===== src/shared/imgc_pkg.sv =====
// constants for the input mux and gain configuration register bank
// assumes one 250 MHz clock and an 8-bit register address space
package imgc_pkg;

	// ****************************************
	// clock and timing
	// ****************************************
	localparam int CLK_PERIOD_NS = 4;
	localparam int MOD_PERIOD_NS_DEF = 244;

	// ****************************************
	// register map
	// ****************************************
	localparam logic [7:0] ADDR_INPUT_SEL = 8'h02;
	localparam logic [7:0] ADDR_GAIN_SET = 8'h03;
	localparam logic [7:0] RST_INPUT_SEL = 8'h01;
	localparam logic [7:0] RST_GAIN_SET = 8'h00;

	// ****************************************
	// field positions
	// ****************************************
	localparam int POS_CODE_LSB = 4;
	localparam int NEG_CODE_LSB = 0;
	localparam int CODE_W = 4;
	localparam int DELAY_LSB = 5;
	localparam int DELAY_W = 3;
	localparam int AMP_MODE_LSB = 3;
	localparam int AMP_MODE_W = 2;
	localparam int GAIN_LSB = 0;
	localparam int GAIN_W = 3;

	// ****************************************
	// codes
	// ****************************************
	localparam logic [3:0] CODE_COMMON = 4'hC;
	localparam logic [3:0] CODE_FIRST_WIDE = 4'h6;
	localparam int SEL_W = 13;
	localparam int PERIODS_W = 13;

	typedef enum logic [1:0] {
		IMGC_AMP_BYPASS = 2'h0,
		IMGC_AMP_ACTIVE = 2'h1,
		IMGC_AMP_RSVD2 = 2'h2,
		IMGC_AMP_RSVD3 = 2'h3
	} imgc_amp_mode_t;

	// delay code to modulator periods
	function automatic logic [12:0] delay_periods(input logic [2:0] code);
		case (code)
			3'h0: delay_periods = 13'h000E;
			3'h1: delay_periods = 13'h0019;
			3'h2: delay_periods = 13'h0040;
			3'h3: delay_periods = 13'h0100;
			3'h4: delay_periods = 13'h0400;
			3'h5: delay_periods = 13'h0800;
			3'h6: delay_periods = 13'h1000;
			default: delay_periods = 13'h0001;
		endcase
	endfunction

endpackage


===== src/shared/imgc_delay_if.sv =====
// carrier between the register bank and its conversion delay timer
// assumes both ends run on the same clock
`timescale 1ns/1ps
interface imgc_delay_if;
	logic start;
	logic [2:0] code;
	logic busy;
	logic fire;

	modport ctrl (output start, output code, input busy, input fire);
	modport timer (input start, input code, output busy, output fire);
endinterface


===== src/core/imgc_delay_timer.sv =====
// conversion delay timer counting modulator periods
// assumes start is a one-cycle pulse on the same clock
`timescale 1ns/1ps
module imgc_delay_timer #(
	parameter int MOD_DIV = 61
) (
	input wire logic clk_i, // system clock
	input wire logic reset_n_i, // async reset, active low
	imgc_delay_if.timer dly // start, code, busy, fire
);

	// ****************************************
	// divider and period counter
	// ****************************************
	logic [15:0] div_cnt;
	logic [15:0] next_div_cnt;
	logic [12:0] per_cnt;
	logic [12:0] next_per_cnt;
	logic busy;
	logic next_busy;
	logic fire;
	logic next_fire;

	always_comb begin
		next_div_cnt = div_cnt;
		next_per_cnt = per_cnt;
		next_busy = busy;
		next_fire = 1'b0;
		if (dly.start) begin
			// a new start restarts the wait from its full length
			next_div_cnt = 16'h0000;
			next_per_cnt = imgc_pkg::delay_periods(dly.code);
			next_busy = 1'b1;
		end else if (busy) begin
			if (div_cnt == 16'(MOD_DIV - 1)) begin
				next_div_cnt = 16'h0000;
				next_per_cnt = per_cnt - 13'h0001;
				if (per_cnt == 13'h0001) begin
					next_busy = 1'b0;
					next_fire = 1'b1;
				end
			end else begin
				next_div_cnt = div_cnt + 16'h0001;
			end
		end
	end

	always_ff @(posedge clk_i or negedge reset_n_i) begin
		if (!reset_n_i) begin
			div_cnt <= 16'h0000;
			per_cnt <= 13'h0000;
			busy <= 1'b0;
			fire <= 1'b0;
		end else begin
			div_cnt <= next_div_cnt;
			per_cnt <= next_per_cnt;
			busy <= next_busy;
			fire <= next_fire;
		end
	end

	assign dly.busy = busy;
	assign dly.fire = fire;
endmodule


===== src/core/imgc_config_regs.sv =====
// input mux and amplifier gain configuration register bank
// assumes a same-clock register port with one-cycle strobes and
// restart requests coming from logic on the same clock
//
// Functional notes
// - positive input code in bits 7:4; codes 0..11 pick inputs 0..11, 12 common
// - negative input code in bits 3:0, same mapping as positive
// - input select register at 02h, resets to 01h
// - codes 6..11 valid only on the twelve-channel variant
// - delay field 7:5 sets wait before first conversion after restart
// - delay codes give 14,25,64,256,1024,2048,4096,1 modulator periods
// - amplifier mode 4:3: 00 bypass, 01 enabled, 10 and 11 reserved
// - gain field 2:0 sets gain two to the power of the code in mode 01, unity otherwise
// - gain register at 03h, resets to 00h
`timescale 1ns/1ps
module imgc_config_regs #(
	parameter bit TWELVE_CH = 1'b1,
	parameter int MOD_PERIOD_NS = imgc_pkg::MOD_PERIOD_NS_DEF
) (
	input wire logic CLK_I, // 250 MHz clock
	input wire logic RESET_N_I, // async reset, active low
	input wire logic [7:0] ADDR_I, // register address
	input wire logic [7:0] WDATA_I, // write data
	input wire logic WR_I, // write strobe
	input wire logic RD_I, // read strobe
	output logic [7:0] RDATA_O, // read data, cycle after read
	input wire logic RESTART_I, // filter reset and new conversion
	output logic [12:0] POS_SEL_O, // one-hot positive input, bit 12 common
	output logic [12:0] NEG_SEL_O, // one-hot negative input, bit 12 common
	output logic POS_VALID_O, // positive code names an input
	output logic NEG_VALID_O, // negative code names an input
	output logic AMP_ENABLE_O, // amplifier powered and in path
	output logic AMP_RSVD_O, // reserved amplifier mode written
	output logic [7:0] GAIN_FACTOR_O, // amplifier gain value
	output logic DELAY_BUSY_O, // waiting for first conversion
	output logic CONV_START_O // first conversion start pulse
);

	// ****************************************
	// timing
	// ****************************************
	localparam int MOD_DIV = (MOD_PERIOD_NS + imgc_pkg::CLK_PERIOD_NS - 1) / imgc_pkg::CLK_PERIOD_NS;

	// ****************************************
	// decode helpers
	// ****************************************
	function automatic logic [12:0] decode_sel(input logic [3:0] code);
		logic [12:0] sel;
		sel = 13'h0000;
		if (code <= imgc_pkg::CODE_COMMON) begin
			sel = 13'h0001 << code;
		end
		if (!TWELVE_CH && code >= imgc_pkg::CODE_FIRST_WIDE && code < imgc_pkg::CODE_COMMON) begin
			sel = 13'h0000;
		end
		decode_sel = sel;
	endfunction

	function automatic logic [7:0] gain_value(input logic [2:0] code);
		gain_value = 8'h01 << code;
	endfunction

	// ****************************************
	// register file
	// ****************************************
	logic [7:0] input_sel;
	logic [7:0] next_input_sel;
	logic [7:0] gain_set;
	logic [7:0] next_gain_set;
	logic [7:0] rdata;
	logic [7:0] next_rdata;

	always_comb begin
		next_input_sel = input_sel;
		next_gain_set = gain_set;
		next_rdata = 8'h00;
		if (WR_I) begin
			case (ADDR_I)
				imgc_pkg::ADDR_INPUT_SEL: begin
					next_input_sel = WDATA_I;
				end
				imgc_pkg::ADDR_GAIN_SET: begin
					next_gain_set = WDATA_I;
				end
				default: begin
				end
			endcase
		end
		if (RD_I) begin
			case (ADDR_I)
				imgc_pkg::ADDR_INPUT_SEL: begin
					next_rdata = input_sel;
				end
				imgc_pkg::ADDR_GAIN_SET: begin
					next_rdata = gain_set;
				end
				default: begin
					next_rdata = 8'h00;
				end
			endcase
		end
	end

	always_ff @(posedge CLK_I or negedge RESET_N_I) begin
		if (!RESET_N_I) begin
			input_sel <= imgc_pkg::RST_INPUT_SEL;
			gain_set <= imgc_pkg::RST_GAIN_SET;
			rdata <= 8'h00;
		end else begin
			input_sel <= next_input_sel;
			gain_set <= next_gain_set;
			rdata <= next_rdata;
		end
	end

	assign RDATA_O = rdata;

	// ****************************************
	// decoded configuration
	// ****************************************
	logic [3:0] next_pos_code;
	logic [3:0] next_neg_code;
	logic [1:0] next_amp_mode;
	logic [12:0] pos_sel;
	logic [12:0] next_pos_sel;
	logic [12:0] neg_sel;
	logic [12:0] next_neg_sel;
	logic amp_en;
	logic next_amp_en;
	logic amp_rsvd;
	logic next_amp_rsvd;
	logic [7:0] gain_f;
	logic [7:0] next_gain_f;

	always_comb begin
		next_pos_code = next_input_sel[imgc_pkg::POS_CODE_LSB +: imgc_pkg::CODE_W];
		next_neg_code = next_input_sel[imgc_pkg::NEG_CODE_LSB +: imgc_pkg::CODE_W];
		next_amp_mode = next_gain_set[imgc_pkg::AMP_MODE_LSB +: imgc_pkg::AMP_MODE_W];
		next_pos_sel = decode_sel(next_pos_code);
		next_neg_sel = decode_sel(next_neg_code);
		next_amp_en = 1'b0;
		next_amp_rsvd = 1'b0;
		case (next_amp_mode)
			imgc_pkg::IMGC_AMP_BYPASS: begin
				next_amp_en = 1'b0;
			end
			imgc_pkg::IMGC_AMP_ACTIVE: begin
				next_amp_en = 1'b1;
			end
			default: begin
				// reserved codes keep the amplifier off but stay readable
				next_amp_rsvd = 1'b1;
			end
		endcase
		// in bypass the gain code is the host's duty; the path sees unity
		if (next_amp_en) begin
			next_gain_f = gain_value(next_gain_set[imgc_pkg::GAIN_LSB +: imgc_pkg::GAIN_W]);
		end else begin
			next_gain_f = 8'h01;
		end
	end

	always_ff @(posedge CLK_I or negedge RESET_N_I) begin
		if (!RESET_N_I) begin
			pos_sel <= 13'h0001;
			neg_sel <= 13'h0002;
			amp_en <= 1'b0;
			amp_rsvd <= 1'b0;
			gain_f <= 8'h01;
		end else begin
			pos_sel <= next_pos_sel;
			neg_sel <= next_neg_sel;
			amp_en <= next_amp_en;
			amp_rsvd <= next_amp_rsvd;
			gain_f <= next_gain_f;
		end
	end

	assign POS_SEL_O = pos_sel;
	assign NEG_SEL_O = neg_sel;
	assign POS_VALID_O = |pos_sel;
	assign NEG_VALID_O = |neg_sel;
	assign AMP_ENABLE_O = amp_en;
	assign AMP_RSVD_O = amp_rsvd;
	assign GAIN_FACTOR_O = gain_f;

	// ****************************************
	// conversion delay
	// ****************************************
	imgc_delay_if dly ();

	assign dly.start = RESTART_I;
	assign dly.code = gain_set[imgc_pkg::DELAY_LSB +: imgc_pkg::DELAY_W];

	imgc_delay_timer #(
		.MOD_DIV(MOD_DIV)
	) u_timer (
		.clk_i(CLK_I),
		.reset_n_i(RESET_N_I),
		.dly(dly)
	);

	assign DELAY_BUSY_O = dly.busy;
	assign CONV_START_O = dly.fire;

	// ****************************************
	// checks
	// ****************************************
	int wait_cycles;
	int wait_target;

	always_ff @(posedge CLK_I or negedge RESET_N_I) begin
		if (!RESET_N_I) begin
			wait_cycles <= 0;
			wait_target <= 0;
		end else if (RESTART_I) begin
			wait_cycles <= 0;
			wait_target <= int'(imgc_pkg::delay_periods(dly.code)) * MOD_DIV;
		end else if (dly.busy) begin
			wait_cycles <= wait_cycles + 1;
		end
	end
endmodule


===== config.mk =====
export PLATFORM = sky130hd
export DESIGN_NAME = imgc_config_regs
export DESIGN_NICKNAME = d
export VERILOG_FILES = /design/src/shared/imgc_pkg.sv /design/src/shared/imgc_delay_if.sv /design/src/core/imgc_delay_timer.sv /design/src/core/imgc_config_regs.sv
export SDC_FILE = /design/constraint.sdc
export NUM_CORES = 1
export LEC_CHECK = 0
export ABC_AREA = 1
export BUFFER_PORTS_ARGS = -buffer_cell sky130_fd_sc_hd__buf_2
export CAP_MARGIN = 20
export CORE_UTILIZATION = 35
export CTS_CLUSTER_SIZE = 30
export DETAILED_ROUTE_END_ITERATION = 8
export MAX_ROUTING_LAYER = met4
export PLACE_DENSITY = 0.53
export SYNTH_ARGS = -nofsm -noshare
export SYNTH_HDL_FRONTEND = slang
export SYNTH_SLANG_ARGS = --single-unit

===== constraint.sdc =====
create_clock -name CLK_I -period 1.8 [get_ports CLK_I]
set_input_delay 0.09 -clock CLK_I [delete_from_list [all_inputs] [get_ports CLK_I]]
set_output_delay 0.09 -clock CLK_I [all_outputs]
set_load 0.05 [all_outputs]

[Word-level counts from Yosys, hierarchy flattened]
Index checks and enable logic that the tools add are counted.
Word-level totals
  bits in registers: 91
  input bits: 21
  output and inout port bits: 48
  word-level logic and storage cells: 66
Cells by class
  $add $sub $neg: 2
  order comparisons: 2
  eq/ne operators: 11
  shifts and indexed selects: 3
  mux-type cells: 26
  reductions and logical operators: 9
Operators by type and width (number)
  $pmux W13 S7: 1
  $mux W13: 5
  $mux W16: 3
  $mux W8: 4
  $reduce_or A13 Y1: 2
  $shl A1 B4 Y13 const A: 2
  $add A16 B1 Y16 const B: 1
  $eq A16 B6 Y1 const B: 1
  $eq A8 B2 Y1 const B: 2
  $pmux W8 S2: 1
  $eq A13 B1 Y1 const B: 1
  $sub A13 B1 Y13 const B: 1
  $mux W1: 10
  $mux W5: 2
  $eq A3 B3 Y1 const B: 3
  $le A4 B4 Y1 const B: 2
  $shl A1 B3 Y8 const A: 1
  $eq A3 B2 Y1 const B: 2
  $reduce_and A2 Y1: 2
  $reduce_bool A2 Y1: 2
  $eq A3 B1 Y1 const B: 1
  $logic_not A3 Y1: 1
  $eq A2 B1 Y1 const B: 1
  $logic_not A2 Y1: 1
  $reduce_or A2 Y1: 1

[Logic depth before layout (Yosys ltp)]
  depth after elaboration: 6
  gate-level depth with buffers: 10
  mapped depth without buffers: 10

[Hierarchy]
Synthesis repeated with hierarchy kept, for this count alone.
Second synthesis, totals
  cell total of the unflattened synthesis: 576
  area, all modules: 4561.9 µm²
Modules (own cells, without submodules)
  imgc_config_regs: instances 1, cells an instance 271, area each 2492.4 µm², sequential area each 1481.4 µm²
  imgc_delay_timer: instances 1, cells an instance 305, area each 2069.5 µm², sequential area each 775.7 µm²

[Worst setup path before layout]
No wires, ideal clock.
  path kind: register to register
  start: register u_timer.busy, in the netlist u_timer.dly.busy
  end: register u_timer.div_cnt[14]
  library setup time: 0.117 ns
  data arrival time: 1.423 ns
  required time: 1.683 ns
  slack: 0.260 ns
  stages on the path, launching flop included: 8
  buffers on the path: 0
  clock period less this slack: 1.540 ns
  path through: dfrtp_1 -> nor2_4 -> nor2_1 -> nand4_1 -> nor2_1 -> nand2_1 -> nand2_1 -> nor2_1
Between the ends
  cells in the longest elaborated chain, start to end: 1
RTL lines
  from (decl): RTL line imgc_delay_timer.sv:19  | logic busy;
  from (signal assigned): RTL line imgc_delay_timer.sv:57  | busy <= next_busy;
  $reduce_bool A2 Y1 (no source line)
  to (signal assigned): RTL line imgc_delay_timer.sv:55  | div_cnt <= next_div_cnt;
  to (decl): RTL line imgc_delay_timer.sv:15  | logic [15:0] div_cnt;
No other way between the ends.
A chain may end at the register's enable or synchronous reset.

[Final worst setup path]
  start: register neg_sel[3], in the netlist NEG_SEL_O[3]
  end: output port NEG_VALID_O
Between the ends
  cells in the longest elaborated chain, start to end: 1
RTL lines
  from (decl): RTL line imgc_config_regs.sv:126  | logic [12:0] neg_sel;
  from (signal assigned): RTL line imgc_config_regs.sv:172  | neg_sel <= next_neg_sel;
  $reduce_or A13 Y1: RTL line imgc_config_regs.sv:182  | assign NEG_VALID_O = |neg_sel;
  to (decl): RTL line imgc_config_regs.sv:31  | output logic NEG_VALID_O,
No other way between the ends.

==> flow_metrics.tcl <==
set metrics [dict create \
    path_class "flip-flop to output port" \
    grtUsageTotal 0.176 \
    crit_path_cell_trace "nor4_1 -> nand4_1 -> buf_2" \
    reg2reg_depth 10 \
    rsz0062_at_grt "false" \
    end_kind "output port" \
    core_mm2 0.0121 \
    drive_above_1_share 0.194 \
    grt_start_max_net_pins 91 \
    synth.top_cell.area_share 0.490 \
    hold_buffers 1 \
    leakagePower_uw 0.00273 \
    n_antenna_cell 0 \
    min_path_cells 4 \
    dieArea_mm2 0.0130 \
    pwr-share-comb 0.134 \
    finalCritPeriodShare 0.879 \
    synth_most_common_cell "nand2_1" \
    ff_latch_area_mm2 0.00226 \
    power.switching_uw 1370 \
    cts_sinks 90 \
    fillers 1268 \
    p_int_uw 3400 \
    clock_latency_ps 350 \
    drtAntennaViolNets 0 \
    overflow 0 \
    yosys-top-cells-area "dfrtp_1, nand2_1, nor2_1" \
    critPathCapture "NEG_VALID_O" \
    synth_edf_count 0 \
    dr_total_vias 3733 \
    synthTopCellsByCount "nand2_1, nor2_1, dfrtp_1, inv_1, nand3_1" \
    p_per_area_mw_per_mm2 902 \
    cts_buffers 9 \
    slew_headroom 0.667 \
    slowest_delay_ps 400 \
    power_frac_seq 0.457 \
    die_x_um 114 \
    cts_tree "yes" \
    cp-start-kind "flip-flop" \
    initial_core_util 0.363 \
    crit_path_top_delay_cell "dfrtp_1" \
    crit_cells 3 \
    routed_wl_um 10100 \
    finish.instance_area_mm2 0.00529 \
    fin_hold_ws_ps 53.2 \
    yosysWarnings 0 \
    path_buf_inv 1 \
    synth-seq-area-share 0.514 \
    final-hold-violation-count 0 \
    synth_area_mm2 0.00439 \
    cts-resized-gates 0 \
    routed_via_density 4.65 \
    switching_share 0.287 \
    port_buffers 68 \
    pwr-share-clk 0.409 \
    num_io_pins 69 \
    reg2reg_from "u_timer.div_cnt[0]" \
    wire_per_inst_um 12.6 \
    clk_pin_slew_ps 70 \
    dpl_cell_area_mm2 0.00497 \
    reg2reg_to "u_timer.per_cnt[0]" \
    grt_antenna_before_repair 0 \
    multi_input_area_mm2 0.00182 \
    min_path_type "input pin to flip-flop" \
    required_ps 1710 \
    crit_family "simple AND/OR/NAND/NOR gates" \
    rows 40 \
    setup-violations-final 0 \
    die_h_um 114 \
    synth_cells 549 \
    drt_iter0_markers 196 \
    synth_area_leader_cell "dfrtp_1" \
    worst_pin_slew_ps 500 \
    place_congestion 0.846 \
    cts_max_path_buffers 2 \
    synthArstFlopShare 1.00 \
    synth.ff_latch_count 90 \
    drt-pass1-iter-count 4 \
    outcome "finished clean" \
    area_growth_pct 20.4 \
    critical_path.max_fanout 2 \
    root_buffer "clkbuf_16" \
    skew_ps 9.14 \
    post-cts-setup-buffers 0 \
    hpwl_um 7480 \
    r2r_slack_ps 240 \
    fin_crit_ps 1580 \
    first_global_vias 3620 \
    peakVddDrop_uv 434 \
    fmax_mhz 632 \
    drc 0 \
    cp.arrival_ps 1490 \
    synthesis.nets 574 \
    fin_nets 654 \
    synth-main-ff-cell "dfrtp_1" \
    drv_slew 0 \
    tns_ps 0 \
    drv_cap 0 \
    netlist-cell-type-count 35 \
    avgSynthCellArea_um2 8.00 \
    grt_first_pass_wirelength_um 17200 \
    htreeDepth 3 \
    crit_start "NEG_SEL_O[3]" \
]
layout by cell type (no fill, tap or decap), types with 3 or more instances in the layout:
cell and count:
o21ai_4 3, buf_4 9, inv_6 3, inv_1 58
nor3_1 7, o21ai_2 4, o21ai_0 17, xnor2_1 5
nand2_2 7, nor2_1 94, nand4_1 6, ha_1 4
nor4_1 4, xor2_1 4, nand2_1 149, nor2_2 3
dfrtp_1 86, nand3_1 56, a21oi_1 11, clkbuf_16 9
dfstp_2 4, buf_2 67
metrics by stage:
step            util  setup slack [ps]  total power, uW  cells
4_1_cts        0.437               192             4840    802
5_1_grt        0.437              65.5             5000    802
6_report       0.437               218             4770    802
2_1_floorplan      -               260             2650    549
3_3_place_gp   0.410               274             2850    785
3_5_place_dp   0.410               251             2860    785
kinds of logic after synthesis:
family          share of synthesized area
simple gates                        0.327
flops                               0.514
buf+inv                            0.0721
compound gates                     0.0573
xor+xnor                           0.0179
fa+ha+maj                          0.0114
worst min-delay path by stage:
stage / startpoint / to / slack, ps
after global placement: RESET_N_I / u_timer.per_cnt[2] / 180
after floorplan: RESET_N_I / AMP_ENABLE_O / -210
after CTS: WDATA_I[0] / NEG_SEL_O[6] / 40
after detailed placement: RESET_N_I / u_timer.per_cnt[2] / 180
final: WDATA_I[0] / NEG_SEL_O[6] / 50
after global routing: WDATA_I[6] / gain_set[6] / 50
per-layer routing:
layer / routed length, um / vias to the layer above / track usage / share of wire
li1: - / 1886 / - / -
met5: 0 / - / - / 0
met3: 337 / 17 / 0.0282 / 0.033
met1: 4720 / 1752 / 0.225 / 0.47
met2: 4830 / 78 / 0.276 / 0.48
met4: 182 / 0 / 0.0736 / 0.018
registers in the layout, summed over array words and instances, names as in the netlist:
name              cells
AMP_ENABLE_O          1
GAIN_FACTOR_O         8
NEG_SEL_O            13
POS_SEL_O            13
RDATA_O               8
gain_set              8
input_sel             8
u_timer.div_cnt      16
u_timer.dly.busy      1
u_timer.dly.fire      1
u_timer.per_cnt      13
area by class of cell:
| cell class | count | share of cell area |
|---|---|---|
| Multi-Input combinational cell | 387 | 0.344 |
| Timing Repair Buffer | 79 | 0.0857 |
| Clock inverter | 7 | 0.0154 |
| Inverter | 62 | 0.0459 |
| Clock buffer | 9 | 0.0426 |
| Tap cell | 168 | 0.0398 |
| Sequential cell | 90 | 0.427 |
worst min-delay path, stage by stage:
cell     delay [ps]
buf_2           100
o21ai_2          80
nand2_1          60
nor2_1           40
power groups by stage:
stage,clock network (uW),logic (uW),registers (uW)
CTS,2010,647,2180
global placement,0,637,2210
finish,1950,641,2180
global route,2090,725,2190
detailed placement,0,643,2220
floorplan,0,373,2280
Power figures use the tool's default switching activity.
